[config.mk]
export PLATFORM = sky130hd
export DESIGN_NAME = nand_host
export DESIGN_NICKNAME = d
export VERILOG_FILES = /design/src/design/nand_host_pkg.sv /design/src/design/nand_host.sv
export SDC_FILE = /design/constraint.sdc
export NUM_CORES = 1
export LEC_CHECK = 0
export BUFFER_PORTS_ARGS = -buffer_cell sky130_fd_sc_hd__buf_2
export CORE_MARGIN = 10
export CORE_UTILIZATION = 55
export DETAILED_ROUTE_END_ITERATION = 8
export PLACE_DENSITY_LB_ADDON = 0.05
export SLEW_MARGIN = 20
export SYNTH_ARGS = -nofsm -noshare
export SYNTH_HDL_FRONTEND = slang
export SYNTH_SLANG_ARGS = --single-unit
[constraint.sdc]
create_clock -name i_clk -period 3.5 [get_ports i_clk]
set_clock_uncertainty 0.1 [all_clocks]
set_input_delay 0.7 -clock i_clk [delete_from_list [all_inputs] [get_ports i_clk]]
set_output_delay 0.7 -clock i_clk [all_outputs]
set_load 0.01 [all_outputs]
[src/design/nand_host_pkg.sv]
// Package for the NAND flash host controller: commands, geometry, timing and carriers.
// Assumes a 100 MHz system clock and one byte-wide flash device on the pins.
//
// Function
// - Command latch high at the write strobe rise loads a command byte.
// - Address latch high at the write strobe rise loads an address byte.
// - One bus carries command, address and data both ways, time multiplexed.
// - Open-drain ready/busy lines of several memories may be wired together.
// - After transfer, bytes read out with read strobe cycles of at least 30 ns.
// - Command byte goes with select low, command high, address low, read high.
// - The host sends the 29-bit array address as five address cycles; erase sends three row cycles and read ID one cycle.
// - Page read is 00h, five addresses, 30h, then wait for ready.
package nand_host_pkg;

  // Command codes.
  localparam logic [7:0] CMD_READ1     = 8'h00;
  localparam logic [7:0] CMD_READ2     = 8'h30;
  localparam logic [7:0] CMD_READ_CB   = 8'h35;
  localparam logic [7:0] CMD_READ_ID   = 8'h90;
  localparam logic [7:0] CMD_RESET     = 8'hFF;
  localparam logic [7:0] CMD_PROG1     = 8'h80;
  localparam logic [7:0] CMD_PROG2     = 8'h10;
  localparam logic [7:0] CMD_CACHE2    = 8'h15;
  localparam logic [7:0] CMD_COPY1     = 8'h85;
  localparam logic [7:0] CMD_ERASE1    = 8'h60;
  localparam logic [7:0] CMD_ERASE2    = 8'hD0;
  localparam logic [7:0] CMD_STATUS    = 8'h70;

  // Geometry.
  localparam int unsigned PAGE_BYTES      = 2112;
  localparam int unsigned PAGES_PER_BLOCK = 64;
  localparam int unsigned NUM_BLOCKS      = 4096;
  localparam int unsigned ADDR_CYCLES     = 5;
  localparam int unsigned ID_BYTES        = 2;
  localparam int unsigned ADDR_BITS       = 29;

  // Timing: clock period and pin phase lengths.
  localparam int unsigned CLK_NS        = 10;
  localparam int unsigned RD_CYCLE_NS   = 30;
  localparam int unsigned PHASE_CYC     = (RD_CYCLE_NS + 2 * CLK_NS - 1) / (2 * CLK_NS);
  localparam int unsigned WAIT_BUSY_NS  = 100;
  localparam int unsigned WAIT_BUSY_CYC = (WAIT_BUSY_NS + CLK_NS - 1) / CLK_NS;
  localparam int unsigned TR_US         = 25;
  localparam int unsigned TR_CYC        = TR_US * 1000 / CLK_NS;

  // Operation selector.
  typedef enum logic [2:0] {
    OP_READ   = 3'h0,
    OP_PROG   = 3'h1,
    OP_CACHE  = 3'h2,
    OP_ERASE  = 3'h3,
    OP_COPY   = 3'h4,
    OP_ID     = 3'h5,
    OP_STATUS = 3'h6,
    OP_RESET  = 3'h7
  } op_e;

  // Request from the user side.
  typedef struct packed {
    op_e              op;
    logic [28:0]      addr;
    logic [28:0]      dst;
    logic [11:0]      len;
  } req_s;

  // Flash pin bundle driven by the controller.
  typedef struct packed {
    logic ce_n;
    logic cle;
    logic ale;
    logic we_n;
    logic read_strobe_n;
  } pins_s;

endpackage : nand_host_pkg

[src/design/nand_host.sv]
// NAND flash host controller: sequences commands, addresses and data on the flash pins.
// Assumes one flash device; io_bus and ready/busy come from pins, write data from user logic.
module nand_host
  import nand_host_pkg::*;
#(
  parameter int unsigned TR_TIMEOUT = nand_host_pkg::TR_CYC * 4000
) (
  input  wire logic                  i_clk,
  input  wire logic                  i_sys_rst,
  input  wire logic                  i_ce,
  input  wire nand_host_pkg::req_s   i_req,
  input  wire logic                  i_req_valid,
  output logic                       o_req_ready,
  input  wire logic [7:0]            i_wdata,
  input  wire logic                  i_wvalid,
  output logic                       o_wready,
  output logic [7:0]                 o_rdata,
  output logic                       o_rvalid,
  input  wire logic                  i_rready,
  output logic                       o_done,
  output logic                       o_timeout,
  output nand_host_pkg::pins_s       o_pins,
  output logic                       o_wp_n,
  output logic [7:0]                 o_io_bus,
  output logic                       o_io_bus_oe,
  input  wire logic [7:0]            i_io_bus,
  input  wire logic                  i_ready_busy_n
);
  import nand_host_pkg::*;

  // ----------------------------------------------------------------
  // Sequencer types
  // ----------------------------------------------------------------
  typedef enum logic [3:0] {
    ST_IDLE  = 4'h0,
    ST_CMD1  = 4'h1,
    ST_ADDR  = 4'h3,
    ST_DIN   = 4'h2,
    ST_CMD2  = 4'h6,
    ST_WAIT  = 4'h7,
    ST_DOUT  = 4'h5,
    ST_DONE  = 4'h4
  } st_e;

  // Step of a pin write cycle: 0 set up, 1 strobe low, 2 strobe high.
  st_e         st_q;
  logic [1:0]  ph_q;
  logic [7:0]  pcnt_q;
  logic [2:0]  acnt_q;
  logic [11:0] bcnt_q;
  req_s        req_q;
  logic        pass2_q;
  logic [31:0] wcnt_q;
  logic [1:0]  rb_sync_q;
  logic [7:0]  io_s1_q;
  logic [7:0]  io_s2_q;
  logic        rb;

  // Two-entry read buffer.
  logic [7:0]  buf_q [2];
  logic        wr_ptr_q;
  logic        rd_ptr_q;
  logic [1:0]  cnt_q;
  logic        buf_push;
  logic        buf_pop;

  assign rb = rb_sync_q[1];

  // First command byte for an operation.
  function automatic logic [7:0] first_cmd(input op_e op, input logic second);
    unique case (op)
      OP_READ:   first_cmd = CMD_READ1;
      OP_PROG:   first_cmd = CMD_PROG1;
      OP_CACHE:  first_cmd = CMD_PROG1;
      OP_ERASE:  first_cmd = CMD_ERASE1;
      OP_COPY:   first_cmd = second ? CMD_COPY1 : CMD_READ1;
      OP_ID:     first_cmd = CMD_READ_ID;
      OP_STATUS: first_cmd = CMD_STATUS;
      OP_RESET:  first_cmd = CMD_RESET;
    endcase
  endfunction : first_cmd

  // Closing command byte for an operation.
  function automatic logic [7:0] last_cmd(input op_e op, input logic second);
    unique case (op)
      OP_READ:  last_cmd = CMD_READ2;
      OP_CACHE: last_cmd = CMD_CACHE2;
      OP_ERASE: last_cmd = CMD_ERASE2;
      OP_COPY:  last_cmd = second ? CMD_PROG2 : CMD_READ_CB;
      default:  last_cmd = CMD_PROG2;
    endcase
  endfunction : last_cmd

  // Address byte n of the five cycles; erase sends row bytes only.
  function automatic logic [7:0] addr_byte(input logic [28:0] a, input logic [2:0] n);
    unique case (n)
      3'h0:    addr_byte = a[7:0];
      3'h1:    addr_byte = {4'h0, a[11:8]};
      3'h2:    addr_byte = a[19:12];
      3'h3:    addr_byte = a[27:20];
      default: addr_byte = {7'h00, a[28]};
    endcase
  endfunction : addr_byte

  // ----------------------------------------------------------------
  // Pin input synchronisers
  // ----------------------------------------------------------------
  // Ready/busy and the bus pass two flops before use.
  always_ff @(posedge i_clk) begin
    if (i_sys_rst) begin
      rb_sync_q <= 2'h0;
      io_s1_q   <= 8'h00;
      io_s2_q   <= 8'h00;
    end else if (i_ce) begin
      rb_sync_q <= {rb_sync_q[0], i_ready_busy_n};
      io_s1_q   <= i_io_bus;
      io_s2_q   <= io_s1_q;
    end
  end

  // ----------------------------------------------------------------
  // Sequencer
  // ----------------------------------------------------------------
  logic op_has_addr;
  logic op_has_din;
  logic op_has_cmd2;
  logic op_has_dout;
  logic op_waits;
  logic phase_end;
  logic [2:0] addr_last;
  assign op_has_addr = (req_q.op != OP_STATUS) && (req_q.op != OP_RESET);
  assign op_has_din  = (req_q.op == OP_PROG) || (req_q.op == OP_CACHE);
  assign op_has_cmd2 = op_has_addr && (req_q.op != OP_ID);
  assign op_has_dout = (req_q.op == OP_READ) || (req_q.op == OP_ID) ||
                       (req_q.op == OP_STATUS);
  assign op_waits    = (req_q.op != OP_ID) && (req_q.op != OP_STATUS);
  assign phase_end   = (pcnt_q == 8'(PHASE_CYC - 1));
  assign addr_last   = (req_q.op == OP_ERASE) ? 3'h2 :
                       (req_q.op == OP_ID) ? 3'h0 : 3'(ADDR_CYCLES - 1);
  assign buf_push    = (st_q == ST_DOUT) && (ph_q == 2'h2) && phase_end;

  // Main sequence; each byte is setup, strobe low, strobe high phases.
  always_ff @(posedge i_clk) begin
    if (i_sys_rst) begin
      st_q    <= ST_IDLE;
      ph_q    <= 2'h0;
      pcnt_q  <= 8'h00;
      acnt_q  <= 3'h0;
      bcnt_q  <= 12'h000;
      pass2_q <= 1'b0;
      wcnt_q  <= 32'h0000_0000;
      req_q   <= '0;
      o_done  <= 1'b0;
      o_timeout <= 1'b0;
    end else if (i_ce) begin
      o_done <= 1'b0;
      if (st_q == ST_IDLE) begin
        if (i_req_valid) begin
          req_q   <= i_req;
          pass2_q <= 1'b0;
          st_q    <= ST_CMD1;
          ph_q    <= 2'h0;
          pcnt_q  <= 8'h00;
          o_timeout <= 1'b0;
        end
      end else if (st_q == ST_WAIT) begin
        // Hold off until ready returns, ignoring the first busy-rise window.
        wcnt_q <= wcnt_q + 32'h0000_0001;
        if ((wcnt_q >= 32'(WAIT_BUSY_CYC) && rb) || wcnt_q >= TR_TIMEOUT) begin
          o_timeout <= !rb;
          wcnt_q    <= 32'h0000_0000;
          if (req_q.op == OP_COPY && !pass2_q) begin
            pass2_q <= 1'b1;
            st_q    <= ST_CMD1;
          end else begin
            st_q <= op_has_dout ? ST_DOUT : ST_DONE;
          end
          bcnt_q <= 12'h000;
        end
      end else if (st_q == ST_DONE) begin
        o_done <= 1'b1;
        st_q   <= ST_IDLE;
      end else if (!(ph_q == 2'h0 && ((st_q == ST_DIN && !i_wvalid) ||
                                    (st_q == ST_DOUT && cnt_q == 2'h2)))) begin
        // Data-in stalls for user data; data-out stalls when the buffer is full.
        pcnt_q <= phase_end ? 8'h00 : pcnt_q + 8'h01;
        if (phase_end) begin
          ph_q <= (ph_q == 2'h2) ? 2'h0 : ph_q + 2'h1;
          if (ph_q == 2'h2) begin
            unique case (st_q)
              ST_CMD1: begin
                acnt_q <= (req_q.op == OP_ERASE) ? 3'h0 : 3'h0;
                if (op_has_addr) st_q <= ST_ADDR;
                else if (op_has_dout) st_q <= ST_DOUT;
                else st_q <= ST_WAIT;
                bcnt_q <= 12'h000;
              end
              ST_ADDR: begin
                acnt_q <= acnt_q + 3'h1;
                if (acnt_q == addr_last) begin
                  if (op_has_din && !pass2_q) st_q <= ST_DIN;
                  else if (op_has_cmd2) st_q <= ST_CMD2;
                  else st_q <= ST_DOUT;
                end
              end
              ST_DIN: begin
                bcnt_q <= bcnt_q + 12'h001;
                if (bcnt_q == req_q.len - 12'h001) st_q <= ST_CMD2;
              end
              ST_CMD2: st_q <= ST_WAIT;
              ST_DOUT: begin
                bcnt_q <= bcnt_q + 12'h001;
                if (bcnt_q == req_q.len - 12'h001) st_q <= ST_DONE;
              end
              default: st_q <= ST_IDLE;
            endcase
          end
        end
      end
    end
  end

  // ----------------------------------------------------------------
  // Pin drive
  // ----------------------------------------------------------------
  // Strobes, latches and bus drive come straight from flops.
  always_ff @(posedge i_clk) begin
    if (i_sys_rst) begin
      o_pins      <= '{ce_n: 1'b1, cle: 1'b0, ale: 1'b0, we_n: 1'b1, read_strobe_n: 1'b1};
      o_io_bus    <= 8'h00;
      o_io_bus_oe <= 1'b0;
      o_wp_n      <= 1'b0;
    end else if (i_ce) begin
      o_wp_n             <= 1'b1;
      o_pins.ce_n        <= (st_q == ST_IDLE) || (st_q == ST_DONE);
      o_pins.cle         <= (st_q == ST_CMD1) || (st_q == ST_CMD2);
      o_pins.ale         <= (st_q == ST_ADDR);
      o_pins.we_n        <= !((ph_q == 2'h1) && (st_q inside {ST_CMD1, ST_ADDR, ST_DIN, ST_CMD2}));
      o_pins.read_strobe_n <= !((ph_q == 2'h1) && (st_q == ST_DOUT));
      o_io_bus_oe        <= st_q inside {ST_CMD1, ST_ADDR, ST_DIN, ST_CMD2};
      unique case (st_q)
        ST_CMD1: o_io_bus <= first_cmd(req_q.op, pass2_q);
        ST_CMD2: o_io_bus <= last_cmd(req_q.op, pass2_q);
        ST_ADDR: o_io_bus <= addr_byte(pass2_q ? req_q.dst : req_q.addr, acnt_q + ((req_q.op == OP_ERASE) ? 3'h2 : 3'h0));
        ST_DIN: begin
          // Load only in the set-up phase, so the byte stands through the strobe rise.
          if (ph_q == 2'h0) o_io_bus <= i_wdata;
        end
        default: o_io_bus <= 8'h00;
      endcase
    end
  end

  // Write data handshake: a byte is taken as its write strobe falls.
  always_ff @(posedge i_clk) begin
    if (i_sys_rst) begin
      o_wready    <= 1'b0;
      o_req_ready <= 1'b0;
    end else if (i_ce) begin
      o_wready    <= (st_q == ST_DIN) && (ph_q == 2'h1) && (pcnt_q == 8'(PHASE_CYC - 2));
      o_req_ready <= (st_q == ST_IDLE) && !i_req_valid;
    end
  end

  // ----------------------------------------------------------------
  // Read buffer
  // ----------------------------------------------------------------
  assign buf_pop = o_rvalid && i_rready;

  // Head pointer after this cycle; the output register must show that entry.
  logic rd_next;
  assign rd_next = rd_ptr_q ^ buf_pop;

  // Two-entry buffer so a stalled consumer loses no byte.
  always_ff @(posedge i_clk) begin
    if (i_sys_rst) begin
      wr_ptr_q <= 1'b0;
      rd_ptr_q <= 1'b0;
      cnt_q    <= 2'h0;
      buf_q[0] <= 8'h00;
      buf_q[1] <= 8'h00;
      o_rvalid <= 1'b0;
      o_rdata  <= 8'h00;
    end else if (i_ce) begin
      if (buf_push) begin
        buf_q[wr_ptr_q] <= io_s2_q;
        wr_ptr_q        <= !wr_ptr_q;
      end
      if (buf_pop) rd_ptr_q <= !rd_ptr_q;
      cnt_q    <= cnt_q + {1'b0, buf_push} - {1'b0, buf_pop};
      o_rvalid <= (cnt_q + {1'b0, buf_push} - {1'b0, buf_pop}) != 2'h0;
      o_rdata  <= (buf_push && (rd_next == wr_ptr_q)) ? io_s2_q : buf_q[rd_next];
    end
  end
endmodule : nand_host

==> qor.csv <==
metric,value,unit
place_congestion,0.891,
drc,0,
coreArea,0.0167,mm2
min_path_cells,2,
final.setup.worst_slack,0.497,ns
postRouteAntennaNets,0,
startpoint_type,register,
fin_nets,1344,
setup_violations,0,
worst_path_max_delay_cell,ha_1,
yosys_warnings,0,
period_share,85.8,%
grt_pass1_vias,7777,
dieArea,0.0228,mm2
reg2reg_slack,0.50,ns
crit_path_max_incr_delay,0.54,ns
cp_max_fo,15,
slew_headroom,31.2,%
clock_sinks,200,
worst_pin_slew,1.03,ns
critPathCaptureType,register,
crit_required,3.73,ns
power_frac_clock,38.3,%
fmax,0.333,GHz
grt_max_degree,75,
wl,23900,um
status,"complete, no violations",
path_class,register to register,
clk_pin_slew_worst_paths,0.07,ns
diodes,0,
post_cts_resized,0,
syn_area,0.00946,mm2
dp_worst_setup_slack,0.534,ns
layout_common_cells,"nand2_1, dfxtp_1, nor2_1",
root_buffer,clkbuf_16,
syn-num-nets,1252,
r2r_start,req_q[71]$_SDFFE_PP0P_,
cap_violations,0,
drt_iter0_drc,564,
yosys_register_bits,200,
r2r-end,st_q[1]$_SDFFE_PP0P_,
final.setup.tns,0,ns
vias_per_cell,5.63,
die_x,151,um
min_to,o_rdata[4]$_SDFFE_PP0P_,
arrival,3.23,ns
combPwrFrac,12.8,%
grt_pass1_wl,38600,um
clk_latency,0.44,ns
switchingPower,1.37,mW
die_y,151,um
synth.distinct_cells,70,
yosysTopAreaCell,dfxtp_1,
synth_flop_cell,dfxtp_1,
postCtsSetupBuffers,0,
worstPathCellList,nand2_1 > nor2_1 > ha_1 > nor4b_1 > mux2i_1 > nand3_1 > o2111ai_1 > a211oi_2 > nand2_1 > a32o_1,
holdWs,0.348,ns
vdd.ir_drop.worst,0.000358,V
grt_setup_unrepaired,false,
io_pins,124,
antenna_found_initial,0,
cts_hold_buf,0,
first_pass_iters,5,
drive_gt1_share,15.6,%
cpMostUsedCell,nand2_1,
syn_area_per_cell,8.26,um2
final_area,0.0108,mm2
grt_use_total,20.7,%
p_leak,4.13,nW
layout_commonest_cell,nand2_1,
drv_slew,0,
hold_viol,0,
async_flop_share,0,%
hold_class,register to register,
rows,47,
post-route-min-period,3.00,ns
cellPowerDensity,472,mW/mm2
wl_per_cell,16.3,um
yosys-top-cells-area,"dfxtp_1, nand2_1, a21oi_1, edfxtp_1, nor2_1",
tritoncts,yes,
numCtsBuffers,17,
finalPower,5.11,mW
port_buffers,123,
clock_path_buffers,2,
seq_area_frac_synth,44.0,%
p_seq_share,48.9,%
cts_max_level,4,
start_util,56.6,%
worstHoldStart,o_rdata[4]$_SDFFE_PP0P_,
netlist_instances,1145,
switching_share,26.8,%
areaGrowthSynthToFinish,14.4,%
placed_area,0.0102,mm2
p_int,3.74,mW
dp_hpwl,17200,um
n_fill_cell,1473,
synth.top_cell.area_share,38.9,%
synth_edf_count,16,
overflow,0,
num_vias,8271,
reg2regPathDepth,10,
## synth_stat cells, types with 3 or more instances
master	n
edfxtp_1	16
o21bai_1	3
nor3b_1	4
o31ai_1	5
a31oi_1	8
nor2b_1	13
buf_2	8
or3_1	7
o211ai_1	7
o22ai_1	9
and3_1	21
nand2b_1	7
clkbuf_1	56
a221oi_1	12
ha_1	11
and2_1	18
nand3b_1	3
a22o_1	6
nand4_1	16
nor3_1	12
o221ai_1	12
or4_1	5
inv_1	12
dfxtp_1	184
a211oi_1	7
a32oi_1	3
nor4_1	9
mux2i_1	41
xor2_1	28
a21oi_1	118
xnor2_1	30
nor2_1	128
nand2_1	213
a22oi_1	5
nand3_1	23
o21ai_1	10
buf_1	5
o21ai_0	26
o21a_1	4
## routing by layer
| layer | global-route usage, % | vias to the layer above | wire length (um) |
|---|---|---|---|
| met3 | 4.59 | 28 | 1480 |
| li1 | - | 4186 | - |
| met2 | 31.9 | 252 | 11000 |
| met5 | 0 | - | 0 |
| met4 | 7.12 | 0 | 340 |
| met1 | 28.0 | 3805 | 11100 |
## cell families after synthesis
group                      Yosys count  share of synthesized area [%]
buffers and inverters               85                           3.64
muxes                               44                           4.81
AOI/OAI and AO/OA                  255                           17.0
and+or+nand+nor                    492                           23.7
adders and majority gates           11                           1.45
xor gates and xnor gates            58                           5.37
DFF                                200                           44.0
## sequential cells by signal (all words and copies together), names as in the netlist, 2 cells and up
register and flops:
acnt_q 3, bcnt_q 12, buf_q 16, cnt_q 2, io_s1_q 8, io_s2_q 8, o_io_bus 8, o_pins 5
o_rdata 8, pcnt_q 8, ph_q 2, rb_sync_q 2, req_q 73, st_q 3, wcnt_q 32
## layout make-up
cell class / instances / area (um2) / area share [%]
flip-flops and latches: 200 / 4160 / 38.5
inverters: 13 / 48.8 / 0.451
repair buffers: 145 / 796 / 7.35
multi-input cells: 860 / 4960 / 45.8
clock inverters: 13 / 148 / 1.36
clock buffers: 19 / 433 / 4.00
well taps: 220 / 275 / 2.54
## critical path, delay by kind of cell, from the launching register on
kind / cells / cell delay (ns)
muxes: 1 / 0.11
adders and majority gates: 1 / 0.54
and+or+nand+nor: 5 / 0.93
AOI/OAI and AO/OA: 3 / 0.71
DFF: 1 / 0.52
## worst max-delay path by stage
stage | from | slack [ns] | to
6_report | req_q[71]$_SDFFE_PP0P_ | 0.50 | st_q[1]$_SDFFE_PP0P_
5_1_grt | req_q[71]$_SDFFE_PP0P_ | 0.17 | st_q[1]$_SDFFE_PP0P_
4_1_cts | req_q[71]$_SDFFE_PP0P_ | 0.51 | st_q[1]$_SDFFE_PP0P_
3_5_place_dp | req_q[71]$_SDFFE_PP0P_ | 0.53 | st_q[1]$_SDFFE_PP0P_
3_3_place_gp | req_q[71]$_SDFFE_PP0P_ | 0.66 | st_q[1]$_SDFFE_PP0P_
2_1_floorplan | req_q[71]$_SDFFE_PP0P_ | 0.71 | o_io_bus[7]$_SDFFE_PP0P_
## per-stage QoR
step	utilization, %	instances
after global routing	64.8	1470
after floorplan	-	1145
final	64.8	1470
after CTS	64.8	1470
after detailed placement	61.3	1438
after global placement	61.3	1438
## power by group through the flow
stage / combinational [mW] / clock (mW) / sequential, mW
after floorplan: 0.468 / 0 / 2.51
after global placement: 0.643 / 0 / 2.55
after detailed placement: 0.650 / 0 / 2.55
after CTS: 0.655 / 1.98 / 2.50
after global routing: 0.730 / 2.07 / 2.51
final: 0.652 / 1.96 / 2.50
(Power assumes the default switching activity.)
